**config.mk**
```make
export PLATFORM = sky130hd
export DESIGN_NAME = cpu_bitcond_extend_index_unit
export DESIGN_NICKNAME = d
export VERILOG_FILES = /design/src/logic/cpu_bitcond_pkg.sv /design/src/logic/cpu_bitcond_extend_index_unit.sv
export SDC_FILE = /design/constraint.sdc
export NUM_CORES = 1
export LEC_CHECK = 0
export ABC_AREA = 1
export BUFFER_PORTS_ARGS = -buffer_cell sky130_fd_sc_hd__buf_2
export CORE_ASPECT_RATIO = 1.5
export CORE_MARGIN = 1
export CORE_UTILIZATION = 25
export CTS_BUF_LIST = sky130_fd_sc_hd__clkbuf_16
export DETAILED_ROUTE_END_ITERATION = 12
export GPL_TIMING_DRIVEN = 0
export HOLD_SLACK_MARGIN = 0.15
export PLACE_DENSITY = 0.55
export SYNTH_ARGS = -nofsm -noshare
export SYNTH_HDL_FRONTEND = slang
export SYNTH_SLANG_ARGS = --single-unit
```
**constraint.sdc**
```tcl
create_clock -name core_clk -period 3.5 [get_ports core_clk]
set_clock_uncertainty 0.15 [all_clocks]
set_input_delay 0 -clock core_clk [delete_from_list [all_inputs] [get_ports core_clk]]
set_output_delay 0 -clock core_clk [all_outputs]
set_load 0.01 [all_outputs]
```
**src/logic/cpu_bitcond_pkg.sv**
```systemverilog
package cpu_bitcond_pkg;

  localparam int DATA_W = 32;
  localparam int ADDR_W = 24;
  localparam int BYTE_W = 8;
  localparam int HALF_W = 16;
  localparam int IMM_W  = 16;

  // Left shift applied to the index value per prefix scaling
  localparam logic [1:0] SCALE_BYTE = 2'h0;
  localparam logic [1:0] SCALE_WORD = 2'h1;
  localparam logic [1:0] SCALE_LONG = 2'h2;

  localparam logic [DATA_W-1:0] RESULT_RST = 32'h0000_0000;
  localparam logic [ADDR_W-1:0] ADDR_RST   = 24'h00_0000;
  localparam logic [IMM_W-1:0]  IMM_RST    = 16'h0000;

  typedef enum logic [3:0] {
    op_none,
    op_mem,
    op_cond_bit_store,
    op_sign_widen_b,
    op_sign_widen_w,
    op_sign_widen_b2,
    op_zero_widen,
    op_byte_index_prefix,
    op_word_index_prefix,
    op_long_index_prefix,
    op_bit_position_prefix,
    op_frame_build
  } op_e;

  typedef enum logic [3:0] {
    unsigned_ge,
    unsigned_gt,
    zero_set,
    sign_set,
    signed_at_most,
    overflow_set,
    signed_at_least,
    unsigned_lt,
    unsigned_le,
    nonzero,
    sign_clear,
    signed_above,
    overflow_clear,
    signed_below
  } cond_e;

  typedef enum logic [1:0] {
    var_both,
    var_dst,
    var_src
  } variant_e;

  typedef enum logic [1:0] {
    pfx_none,
    pfx_addr,
    pfx_bit
  } pfx_e;

  typedef struct packed {
    logic carry;
    logic zero;
    logic sign;
    logic overflow;
  } flags_s;

  typedef struct packed {
    logic              valid;
    op_e               op;
    cond_e             cond;
    variant_e          variant;
    logic              to_carry;
    logic              src_word;
    logic              d_uses_src;
    logic [DATA_W-1:0] src_val;
    logic [DATA_W-1:0] dst_val;
    logic [ADDR_W-1:0] src_addr;
    logic [ADDR_W-1:0] dst_addr;
    logic [IMM_W-1:0]  imm;
  } req_s;

  typedef struct packed {
    logic              done;
    op_e               op;
    logic              result_wr;
    logic [DATA_W-1:0] result;
    logic              bit_wr;
    logic              carry_wr;
    logic              bit_val;
    logic [ADDR_W-1:0] src_ea;
    logic [ADDR_W-1:0] dst_ea;
    logic              bit_pos_valid;
    logic [HALF_W-1:0] bit_pos;
    logic              frame_wr;
    logic [IMM_W-1:0]  frame_bytes;
  } resp_s;

endpackage

```
**src/logic/cpu_bitcond_extend_index_unit.sv**
```systemverilog
module cpu_bitcond_extend_index_unit
  import cpu_bitcond_pkg::*;
(
  input  wire logic   core_clk,
  input  wire logic   rst,
  input  wire flags_s flags,
  input  wire req_s   req,
  output resp_s       resp,
  output logic        prefix_pending
);

  // Prefix state, held between the prefix and the instruction it modifies
  pfx_e              pfx_reg;
  pfx_e              pfx_next;
  variant_e          pfx_var_reg;
  variant_e          pfx_var_next;
  logic [1:0]        pfx_scale_reg;
  logic [1:0]        pfx_scale_next;
  logic [HALF_W-1:0] pfx_val_reg;
  logic [HALF_W-1:0] pfx_val_next;
  resp_s             resp_reg;
  resp_s             resp_next;

  // Condition evaluation; operand values never enter here
  wire logic c_f  = flags.carry;
  wire logic z_f  = flags.zero;
  wire logic s_f  = flags.sign;
  wire logic o_f  = flags.overflow;
  wire logic s_eq_o = (s_f == o_f);
  logic      cond_true;

  always_comb begin
    unique case (req.cond)
      unsigned_ge:     cond_true = c_f;
      unsigned_lt:     cond_true = ~c_f;
      unsigned_gt:     cond_true = c_f & ~z_f;
      unsigned_le:     cond_true = ~c_f | z_f;
      zero_set:        cond_true = z_f;
      nonzero:         cond_true = ~z_f;
      sign_set:        cond_true = s_f;
      sign_clear:      cond_true = ~s_f;
      overflow_set:    cond_true = o_f;
      overflow_clear:  cond_true = ~o_f;
      signed_at_least: cond_true = s_eq_o;
      signed_below:    cond_true = ~s_eq_o;
      signed_at_most:  cond_true = z_f | ~s_eq_o;
      signed_above:    cond_true = ~z_f & s_eq_o;
      // Two spare codes; treat as false so nothing undefined is stored
      default:         cond_true = 1'b0;
    endcase
  end

  // Widening datapath
  wire logic [DATA_W-1:0] sx_byte_dst =
    {{(DATA_W-HALF_W){1'b0}}, {BYTE_W{req.dst_val[BYTE_W-1]}}, req.dst_val[BYTE_W-1:0]};
  wire logic [DATA_W-1:0] sx_word_dst =
    {{HALF_W{req.dst_val[HALF_W-1]}}, req.dst_val[HALF_W-1:0]};
  // Source is only read; the write goes to the destination
  wire logic [DATA_W-1:0] sx_byte_src =
    {{(DATA_W-HALF_W){1'b0}}, {BYTE_W{req.src_val[BYTE_W-1]}}, req.src_val[BYTE_W-1:0]};
  wire logic [DATA_W-1:0] zx_byte_src =
    {{(DATA_W-BYTE_W){1'b0}}, req.src_val[BYTE_W-1:0]};

  // Prefix operand: .B takes a byte, .W a word, always zero-filled
  wire logic [HALF_W-1:0] idx_raw =
    req.src_word ? req.src_val[HALF_W-1:0] : {{(HALF_W-BYTE_W){1'b0}}, req.src_val[BYTE_W-1:0]};

  // Scaled offset, widened without sign before the add
  wire logic [ADDR_W-1:0] idx_zext   = {{(ADDR_W-HALF_W){1'b0}}, pfx_val_reg};
  wire logic [ADDR_W-1:0] idx_scaled =
    (pfx_scale_reg == SCALE_LONG) ? ADDR_W'(idx_zext << 2) :
    (pfx_scale_reg == SCALE_WORD) ? ADDR_W'(idx_zext << 1) :
                                    idx_zext;

  wire logic is_prefix = (req.op == op_byte_index_prefix) || (req.op == op_word_index_prefix) ||
                         (req.op == op_long_index_prefix) || (req.op == op_bit_position_prefix);
  wire logic is_instr  = req.valid && (req.op != op_none) && !is_prefix;

  // Which address the pending offset lands on
  wire logic addr_pfx  = (pfx_reg == pfx_addr);
  wire logic hit_src   = addr_pfx && ((pfx_var_reg == var_both) || (pfx_var_reg == var_src) ||
                                      ((pfx_var_reg == var_dst) && req.d_uses_src));
  wire logic hit_dst   = addr_pfx && ((pfx_var_reg == var_both) ||
                                      ((pfx_var_reg == var_dst) && !req.d_uses_src));

  // Effective addresses resolved in the cycle the instruction is decoded
  wire logic [ADDR_W-1:0] src_ea = hit_src ? ADDR_W'(req.src_addr + idx_scaled) : req.src_addr;
  wire logic [ADDR_W-1:0] dst_ea = hit_dst ? ADDR_W'(req.dst_addr + idx_scaled) : req.dst_addr;
  wire logic              bit_pfx = (pfx_reg == pfx_bit);

  // Prefix state update
  always_comb begin
    pfx_next       = pfx_reg;
    pfx_var_next   = pfx_var_reg;
    pfx_scale_next = pfx_scale_reg;
    pfx_val_next   = pfx_val_reg;
    if (req.valid && is_prefix) begin
      pfx_val_next = idx_raw;
      pfx_var_next = req.variant;
      unique case (req.op)
        op_byte_index_prefix: begin
          pfx_next       = pfx_addr;
          pfx_scale_next = SCALE_BYTE;
        end
        op_word_index_prefix: begin
          pfx_next       = pfx_addr;
          pfx_scale_next = SCALE_WORD;
        end
        op_long_index_prefix: begin
          pfx_next       = pfx_addr;
          pfx_scale_next = SCALE_LONG;
        end
        default: begin
          pfx_next       = pfx_bit;
          pfx_scale_next = SCALE_BYTE;
        end
      endcase
    end else if (is_instr) begin
      // One instruction only; completes this cycle, so the prefix is spent
      pfx_next = pfx_none;
    end
  end

  // Result formation
  always_comb begin
    resp_next               = '0;
    resp_next.op            = req.op;
    resp_next.done          = is_instr;
    resp_next.src_ea        = src_ea;
    resp_next.dst_ea        = dst_ea;
    resp_next.bit_pos_valid = is_instr && bit_pfx;
    // Only reported with the instruction that consumes the prefix
    resp_next.bit_pos       = (is_instr && bit_pfx) ? pfx_val_reg : '0;
    if (is_instr) begin
      unique case (req.op)
        op_cond_bit_store: begin
          resp_next.bit_val  = cond_true;
          resp_next.carry_wr = req.to_carry;
          resp_next.bit_wr   = !req.to_carry;
        end
        op_sign_widen_b: begin
          resp_next.result    = sx_byte_dst;
          resp_next.result_wr = 1'b1;
        end
        op_sign_widen_w: begin
          resp_next.result    = sx_word_dst;
          resp_next.result_wr = 1'b1;
        end
        op_sign_widen_b2: begin
          resp_next.result    = sx_byte_src;
          resp_next.result_wr = 1'b1;
        end
        op_zero_widen: begin
          resp_next.result    = zx_byte_src;
          resp_next.result_wr = 1'b1;
        end
        op_frame_build: begin
          resp_next.frame_bytes = req.imm;
          resp_next.frame_wr    = 1'b1;
        end
        default: begin
          // Plain memory instruction: only the effective addresses matter
        end
      endcase
    end
  end

  always_ff @(posedge core_clk) begin
    if (rst) begin
      pfx_reg       <= pfx_none;
      pfx_var_reg   <= var_both;
      pfx_scale_reg <= SCALE_BYTE;
      pfx_val_reg   <= IMM_RST;
      resp_reg      <= '0;
    end else begin
      pfx_reg       <= pfx_next;
      pfx_var_reg   <= pfx_var_next;
      pfx_scale_reg <= pfx_scale_next;
      pfx_val_reg   <= pfx_val_next;
      resp_reg      <= resp_next;
    end
  end

  always_ff @(posedge core_clk) begin
    if (rst) begin
      prefix_pending <= 1'b0;
    end else begin
      prefix_pending <= (pfx_next != pfx_none);
    end
  end

  assign resp = resp_reg;

endmodule // cpu_bitcond_extend_index_unit

```
==> results of run 1 <==
-- logic make-up (layout without fill, tap and decap cells) --
family | after synthesis | after routing | synth area share, %
adders and majority gates | 42 | 42 | 7.05
and+or+nand+nor | 472 | 472 | 26.6
DFF | 131 | 131 | 35.2
buffers and inverters | 201 | 656 | 11.0
AOI/OAI and AO/OA | 252 | 252 | 18.3
xor gates and xnor gates | 15 | 15 | 1.76
-- synth_stat cells --
cell type	number	area [µm²]
a211oi_1	10	75.1
nor2_8	1	20.0
inv_4	1	6.26
a21oi_1	119	596
a21o_1	3	22.5
dfxtp_1	131	2620
nor4_1	1	6.26
nand3_1	70	350
ha_1	42	526
nor2_2	10	62.6
a31oi_1	3	18.8
inv_1	149	559
nand3_2	2	20.0
buf_4	15	113
a22oi_1	8	60.1
nor2_1	191	717
inv_2	5	18.8
and3_1	1	6.26
nand2_2	3	18.8
clkbuf_1	25	93.8
buf_2	2	10.0
buf_1	3	11.3
nand4_1	12	75.1
o22ai_1	4	25.0
xor2_1	15	131
nor3_4	1	16.3
nor3_1	12	60.1
nand2_1	167	627
o21ai_0	91	455
nor2b_1	1	6.26
a221oi_1	1	8.76
a21boi_0	2	15.0
o21a_1	4	30.0
buf_6	1	11.3
o221ai_1	2	17.5
o31ai_2	1	12.5
o211ai_1	4	30.0
-- per-stage QoR --
stage / hold WS [ps] / setup TNS, ps / utilization [%] / total power [mW]
2_1_floorplan: -77.6 / 0 / - / 2.17
3_3_place_gp: 22.1 / -2190 / 31.1 / 2.52
3_5_place_dp: 27.7 / -2110 / 31.1 / 2.52
5_1_grt: 225 / -130 / 39.8 / 4.76
6_report: 199 / 0 / 39.8 / 4.52
4_1_cts: 181 / 0 / 39.5 / 4.54
-- power by group --
| part | total [mW] | internal [mW] | switching (mW) |
|---|---|---|---|
| logic | 1.10 | 0.442 | 0.658 |
| registers | 1.57 | 1.55 | 0.0181 |
| clock network | 1.85 | 1.07 | 0.787 |
-- path summary, 6_finish.rpt --
kind                                        from        endpoint
worst max-delay path            pfx_scale_reg[0]        resp[61]
worst min-delay path                     req[36]        resp[54]
worst max register to register  pfx_scale_reg[0]        resp[61]
worst min register to register    pfx_var_reg[1]  pfx_var_reg[1]
-- critical path, stage by stage (launching register included) --
cell and delay [ps]:
dfxtp_1 400, inv_1 60, nand2_1 140, clkbuf_4 230
inv_1 120, a21oi_1 130, o21ai_0 80, o21ai_0 190
ha_1 390, nand4_1 130, nand2_1 80, inv_1 70
nand2_1 150, xor2_1 180, o21ai_0 140, dlygate4sd3_1 560
inv_1 40
-- metal layers --
metal | wire length [µm] | vias up
li1 | - | 4512
met2 | 16500 | 317
met4 | 1160 | 0
met1 | 11400 | 4027
met5 | 0 | -
met3 | 1780 | 57
-- final cells by class --
| cell class | count | area [µm²] | share of cell area (%) |
|---|---|---|---|
| clock buffer | 17 | 425 | 3.64 |
| timing repair buffer | 423 | 3040 | 26.0 |
| tap | 395 | 494 | 4.23 |
| multi-input combinational | 781 | 4110 | 35.1 |
| buffer | 46 | 245 | 2.10 |
| sequential | 131 | 2620 | 22.4 |
| inverter | 155 | 584 | 5.00 |
| clock inverter | 15 | 169 | 1.45 |
-- what timing repair did --
item | CTS | global route
cloned | 0 | 0
resized for setup | 15 | 29
hold endpoints to repair | 120 | 0
buffers inserted | 0 | 2
hold buffers | 185 | 0
endpoints found under the setup margin | 30 | 28
pin swaps | 0 | 2
==> run summary, run 1 <==
Status - complete, no violations
Final nets - 1745
Total nets after synthesis - 1303
Vias in the first global route - 9018
Die height - 213 µm
DRT antenna net count - 0
Yosys warns - 0
DRC viols - 0
Crit-path max FO - 10
RSZ-0062 raised after global routing - yes
1st-iter DRT viols - 359
Via count - 8913
Seq/Total Area, Yosys - 35.2%
Synthesized instance count - 1113
Crit path time final - 3330 ps
Most frequent cells in the layout - buf_2 (239), nor2_1 (189), dlygate4sd3_1 (184)
Endpoints failing setup - 0
Max Buffers Root-to-Sink - 2
Fmax - 0.300 GHz
Final hold vios - 0
# diodes - 0
Initial antenna violation count - 0
Met3 Usage GRT - 4.53%
Slew Limit Headroom - 43.8%
Post-route insts no fill - 1963
Area grow syn2layout - 56.8%
Drt wl/cell - 15.7 µm
DPL Wire Length - 23.1 mm
Placed cells - 1745
Grt ovf - 0
CTS tree - yes
Worst setup SP type - flip-flop
Syn Std Cell Area - 7450 µm²
Crit. End Element - flip-flop
Top-Level Pins - 272
Clk Tree Root Cell - clkbuf_16
Slew Viols, Final - 0
HP Class - in -> reg
R2R cell count - 16
Met1 Use GR - 19.8%
Htree depth - 4
Largest net degree at the start of global routing - 17
Final worst slack - 167 ps
Clock Latency Late Sink - 450 ps
Core Box Area - 29400 µm²
Share of cells above drive strength 1 - 21.4%
Clk slew on worst S/H paths - 70 ps
Synth unique cells - 37
First-pass GRT wire length - 46.2 mm
# rows - 77
Placer Congestion - 0.924
Dpl ws - -309 ps
Fin crit share - 95.2%
Worst EP arrival - 3540 ps
Mean Syn Cell Area - 6.70 µm²
Vias per Instance - 4.54
Full die area - 30500 µm²
Post-place instance area - 9140 µm²
First-pass iteration count of the detailed router - 5
FF+latch count, synth - 131
WHS Path Cells - 4
Port buffer count - 237
Worst VDD drop - 353 µV
PD cells - 387 nW/µm²
Max-cap check violation count - 0
Grt peak-use layer - met2
Number of fill cells - 3058
Cell area after layout - 11700 µm²
Worst-margin pin slew - 834 ps
Most common cell after layout, fill and taps aside - buf_2
Gr usage total - 20.4%
Met2 Use GR - 39.6%
TritonCTS Buffers - 17
Leakage - 5.80 nW
WL final - 30.8 mm
Clock Sinks - 131
Type of the worst setup path - reg -> reg
Required time of the critical path - 3710 ps
Starting Density - 25.4%
Register-to-register setup slack - 170 ps
Largest register FFs - 108
Die Width - 143 µm
Note: power is estimated with default switching activity, not from simulation.
==> run 2, diff against run 1 <==
--- a/config.mk
+++ b/config.mk
@@ -15,6 +15,7 @@
 export GPL_TIMING_DRIVEN = 0
 export HOLD_SLACK_MARGIN = 0.15
 export PLACE_DENSITY = 0.55
+export SETUP_SLACK_MARGIN = 0.4
 export SYNTH_ARGS = -nofsm -noshare
 export SYNTH_HDL_FRONTEND = slang
 export SYNTH_SLANG_ARGS = --single-unit
==> run summary, run 2 (same netlist as run 1, synthesis figures left out) <==
Core Util, Final - 41.5% (+1.7 points)
Gr usage total - 20.6% (+0.18 points)
Crit. End Element - flip-flop
DRT antenna net count - 0 (unchanged)
DPL Wire Length - 23.1 mm (unchanged)
1st-iter DRT viols - 376 (+4.7%)
WL final - 31.2 mm (+1.4%)
Clk slew on worst S/H paths - 70 ps (about the same)
Pint - 3.13 mW (+2.4%)
Crit path time final - 2980 ps (-355 ps)
# diodes - 0 (unchanged)
Initial antenna violation count - 0 (unchanged)
Slew Viols, Final - 0 (unchanged)
TritonCTS Buffers - 17 (unchanged)
Worst VDD drop - 360 µV (+2.0%)
Via count - 9020 (+1.2%)
DRC viols - 0 (unchanged)
Comb power frac - 26.2% (+1.9 points)
Grt ovf - 0 (unchanged)
Worst EP arrival - 3210 ps (-330 ps)
Final hold vios - 0 (unchanged)
Leakage - 5.90 nW (+1.7%)
Share of cells above drive strength 1 - 25.4% (+4.1 points)
CTS tree - yes
Worst setup SP type - flip-flop
CP Cell Sequence - inv_1 > nand2_2 > buf_8 > clkinvlp_4 > buf_6 > a21oi_1 > o21ai_0 > o21ai_2 > ha_4 > a21oi_2 > o21ai_1 > a21oi_2 > inv_1 > a21oi_1 > nand2_1 > nand3_1 > nand2_1 > nor2_1
Die Width - 143 µm (unchanged)
Max-cap check violation count - 0 (unchanged)
Switching pwr - 1.52 mW (+3.6%)
DR WL met2 - 16.8 mm (+2.3%)
Worst path top cell family by delay - compound AO/OA/AOI/OAI gates
Clock Sinks - 131 (unchanged)
Placed cells - 1745 (unchanged)
RSZ-0062 raised after global routing - yes
Total power - 4.65 mW (+2.8%)
Worst-margin pin slew - 726 ps (-108 ps)
Most common cell after layout, fill and taps aside - buf_2
Full die area - 30500 µm² (unchanged)
Post-route insts no fill - 1983 (+1.0%)
Drt wl/cell - 15.7 µm (+0.36%)
Clock power share - 40.0% (-1.0 points)
Largest net degree at the start of global routing - 17 (unchanged)
Routed metal-1 wirelength - 11.5 mm (+0.71%)
Setup TNS - 0 ps (unchanged)
Switch share - 32.6% (+0.25 points)
Final worst slack - 522 ps (+355 ps)
Fmax - 0.336 GHz (+12%)
Clock Latency Late Sink - 450 ps (about the same)
Top Layer Used - met4
HP Class - in -> reg
Vias per Instance - 4.55 (+0.18%)
Max Buffers Root-to-Sink - 2 (unchanged)
Seq pwr share - 33.7% (-1.0 points)
Number of fill cells - 3018 (-1.3%)
Starting Density - 25.4% (unchanged)
Most frequent cells in the layout - buf_2 (238), dlygate4sd3_1 (189), nor2_1 (183)
First-pass iteration count of the detailed router - 5 (unchanged)
Status - complete, no violations
Crit-path max FO - 10 (unchanged)
Die height - 213 µm (unchanged)
Core Box Area - 29400 µm² (unchanged)
Endpoints failing setup - 0 (unchanged)
Vias in the first global route - 9162 (+1.6%)
Slew Limit Headroom - 51.6% (+7.8 points)
Clk Tree Root Cell - clkbuf_16
Worst Path Buf+Inv - 5 (-1)
Placer Congestion - 0.924 (unchanged)
PD cells - 382 nW/µm² (-1.3%)
Slowest CP cell - dfxtp_2
Port buffer count - 237 (unchanged)
First-pass GRT wire length - 46.7 mm (+1.1%)
Met3 Wirelength - 1.79 mm (+0.67%)
Fin crit share - 85.1% (-10 points)
Type of the worst setup path - reg -> reg
Dpl ws - -309 ps (unchanged)
Area grow syn2layout - 63.4%
Htree depth - 4 (unchanged)
Largest register FFs - 108 (unchanged)
Required time of the critical path - 3740 ps (+30 ps)
Final nets - 1765 (+1.1%)
# rows - 77 (unchanged)
Top-Level Pins - 272 (unchanged)
Peak per-stage delay on the critical path - 360 ps (-200 ps)
[run 2: cell count changes in the layout (fill, tap and decap cells not counted), moves of 9 or more]
cell	delta
a21oi_1	-10
o21ai_0	-16
ha_4	+11
a21oi_2	+9
buf_4	+13
o21ai_1	+9
ha_1	-16
[run 2: metal layers]
metal	track usage, %	up-vias
li1	-	4550
met1	19.7	4098
met2	39.9	311
met3	4.80	61
met4	11.2	0
met5	0	-
[run 2: per-stage QoR]
stage               cell area (µm²)  hold slack, ps
floorplan                      7450           -77.6
finish                        12200             196
global placement               9140            22.1
detailed placement             9140            27.7
CTS                           11800             181
global route                  12200             226
[run 2: final cells by class]
type | instances | area, µm² | share of cell area [%]
timing repair buffer | 443 | 3220 | 26.5
buffer | 46 | 264 | 2.17
clock buffer | 17 | 425 | 3.49
tap | 395 | 494 | 4.06
sequential | 131 | 2620 | 21.5
clock inverter | 15 | 169 | 1.39
multi-input combinational | 781 | 4390 | 36.1
inverter | 155 | 588 | 4.83
[run 2: worst paths after layout]
| check | from | to | slack (ps) | cells past startpoint |
|---|---|---|---|---|
| max | pfx_scale_reg[0] | resp[80] | 520 | 18 |
| min | req[36] | resp[54] | 200 | 4 |
| max reg2reg | pfx_scale_reg[0] | resp[80] | 520 | 18 |
| min reg2reg | pfx_var_reg[1] | pfx_var_reg[1] | 330 | 2 |
[run 2: worst min-delay path: cells and delay by family]
family | cells | cell delay, ps
compound gates | 1 | 40
simple gates | 1 | 80
buf+inv | 2 | 640
[run 2: what timing repair did]
action / in CTS / in global routing
hold buffers: 190 / 0
endpoints found under the hold margin: 120 / 0
buffers inserted: 4 / 12
pin swaps: 5 / 17
endpoints found under the setup margin: 38 / 37
resized for setup: 51 / 73
[run 2: power by group through the flow]
stage	logic [mW]	clock network [mW]	registers, mW
3_5_place_dp	0.914	0	1.60
2_1_floorplan	0.547	0	1.63
6_report	1.22	1.86	1.57
5_1_grt	1.35	1.96	1.58
3_3_place_gp	0.912	0	1.60
4_1_cts	1.11	1.90	1.57
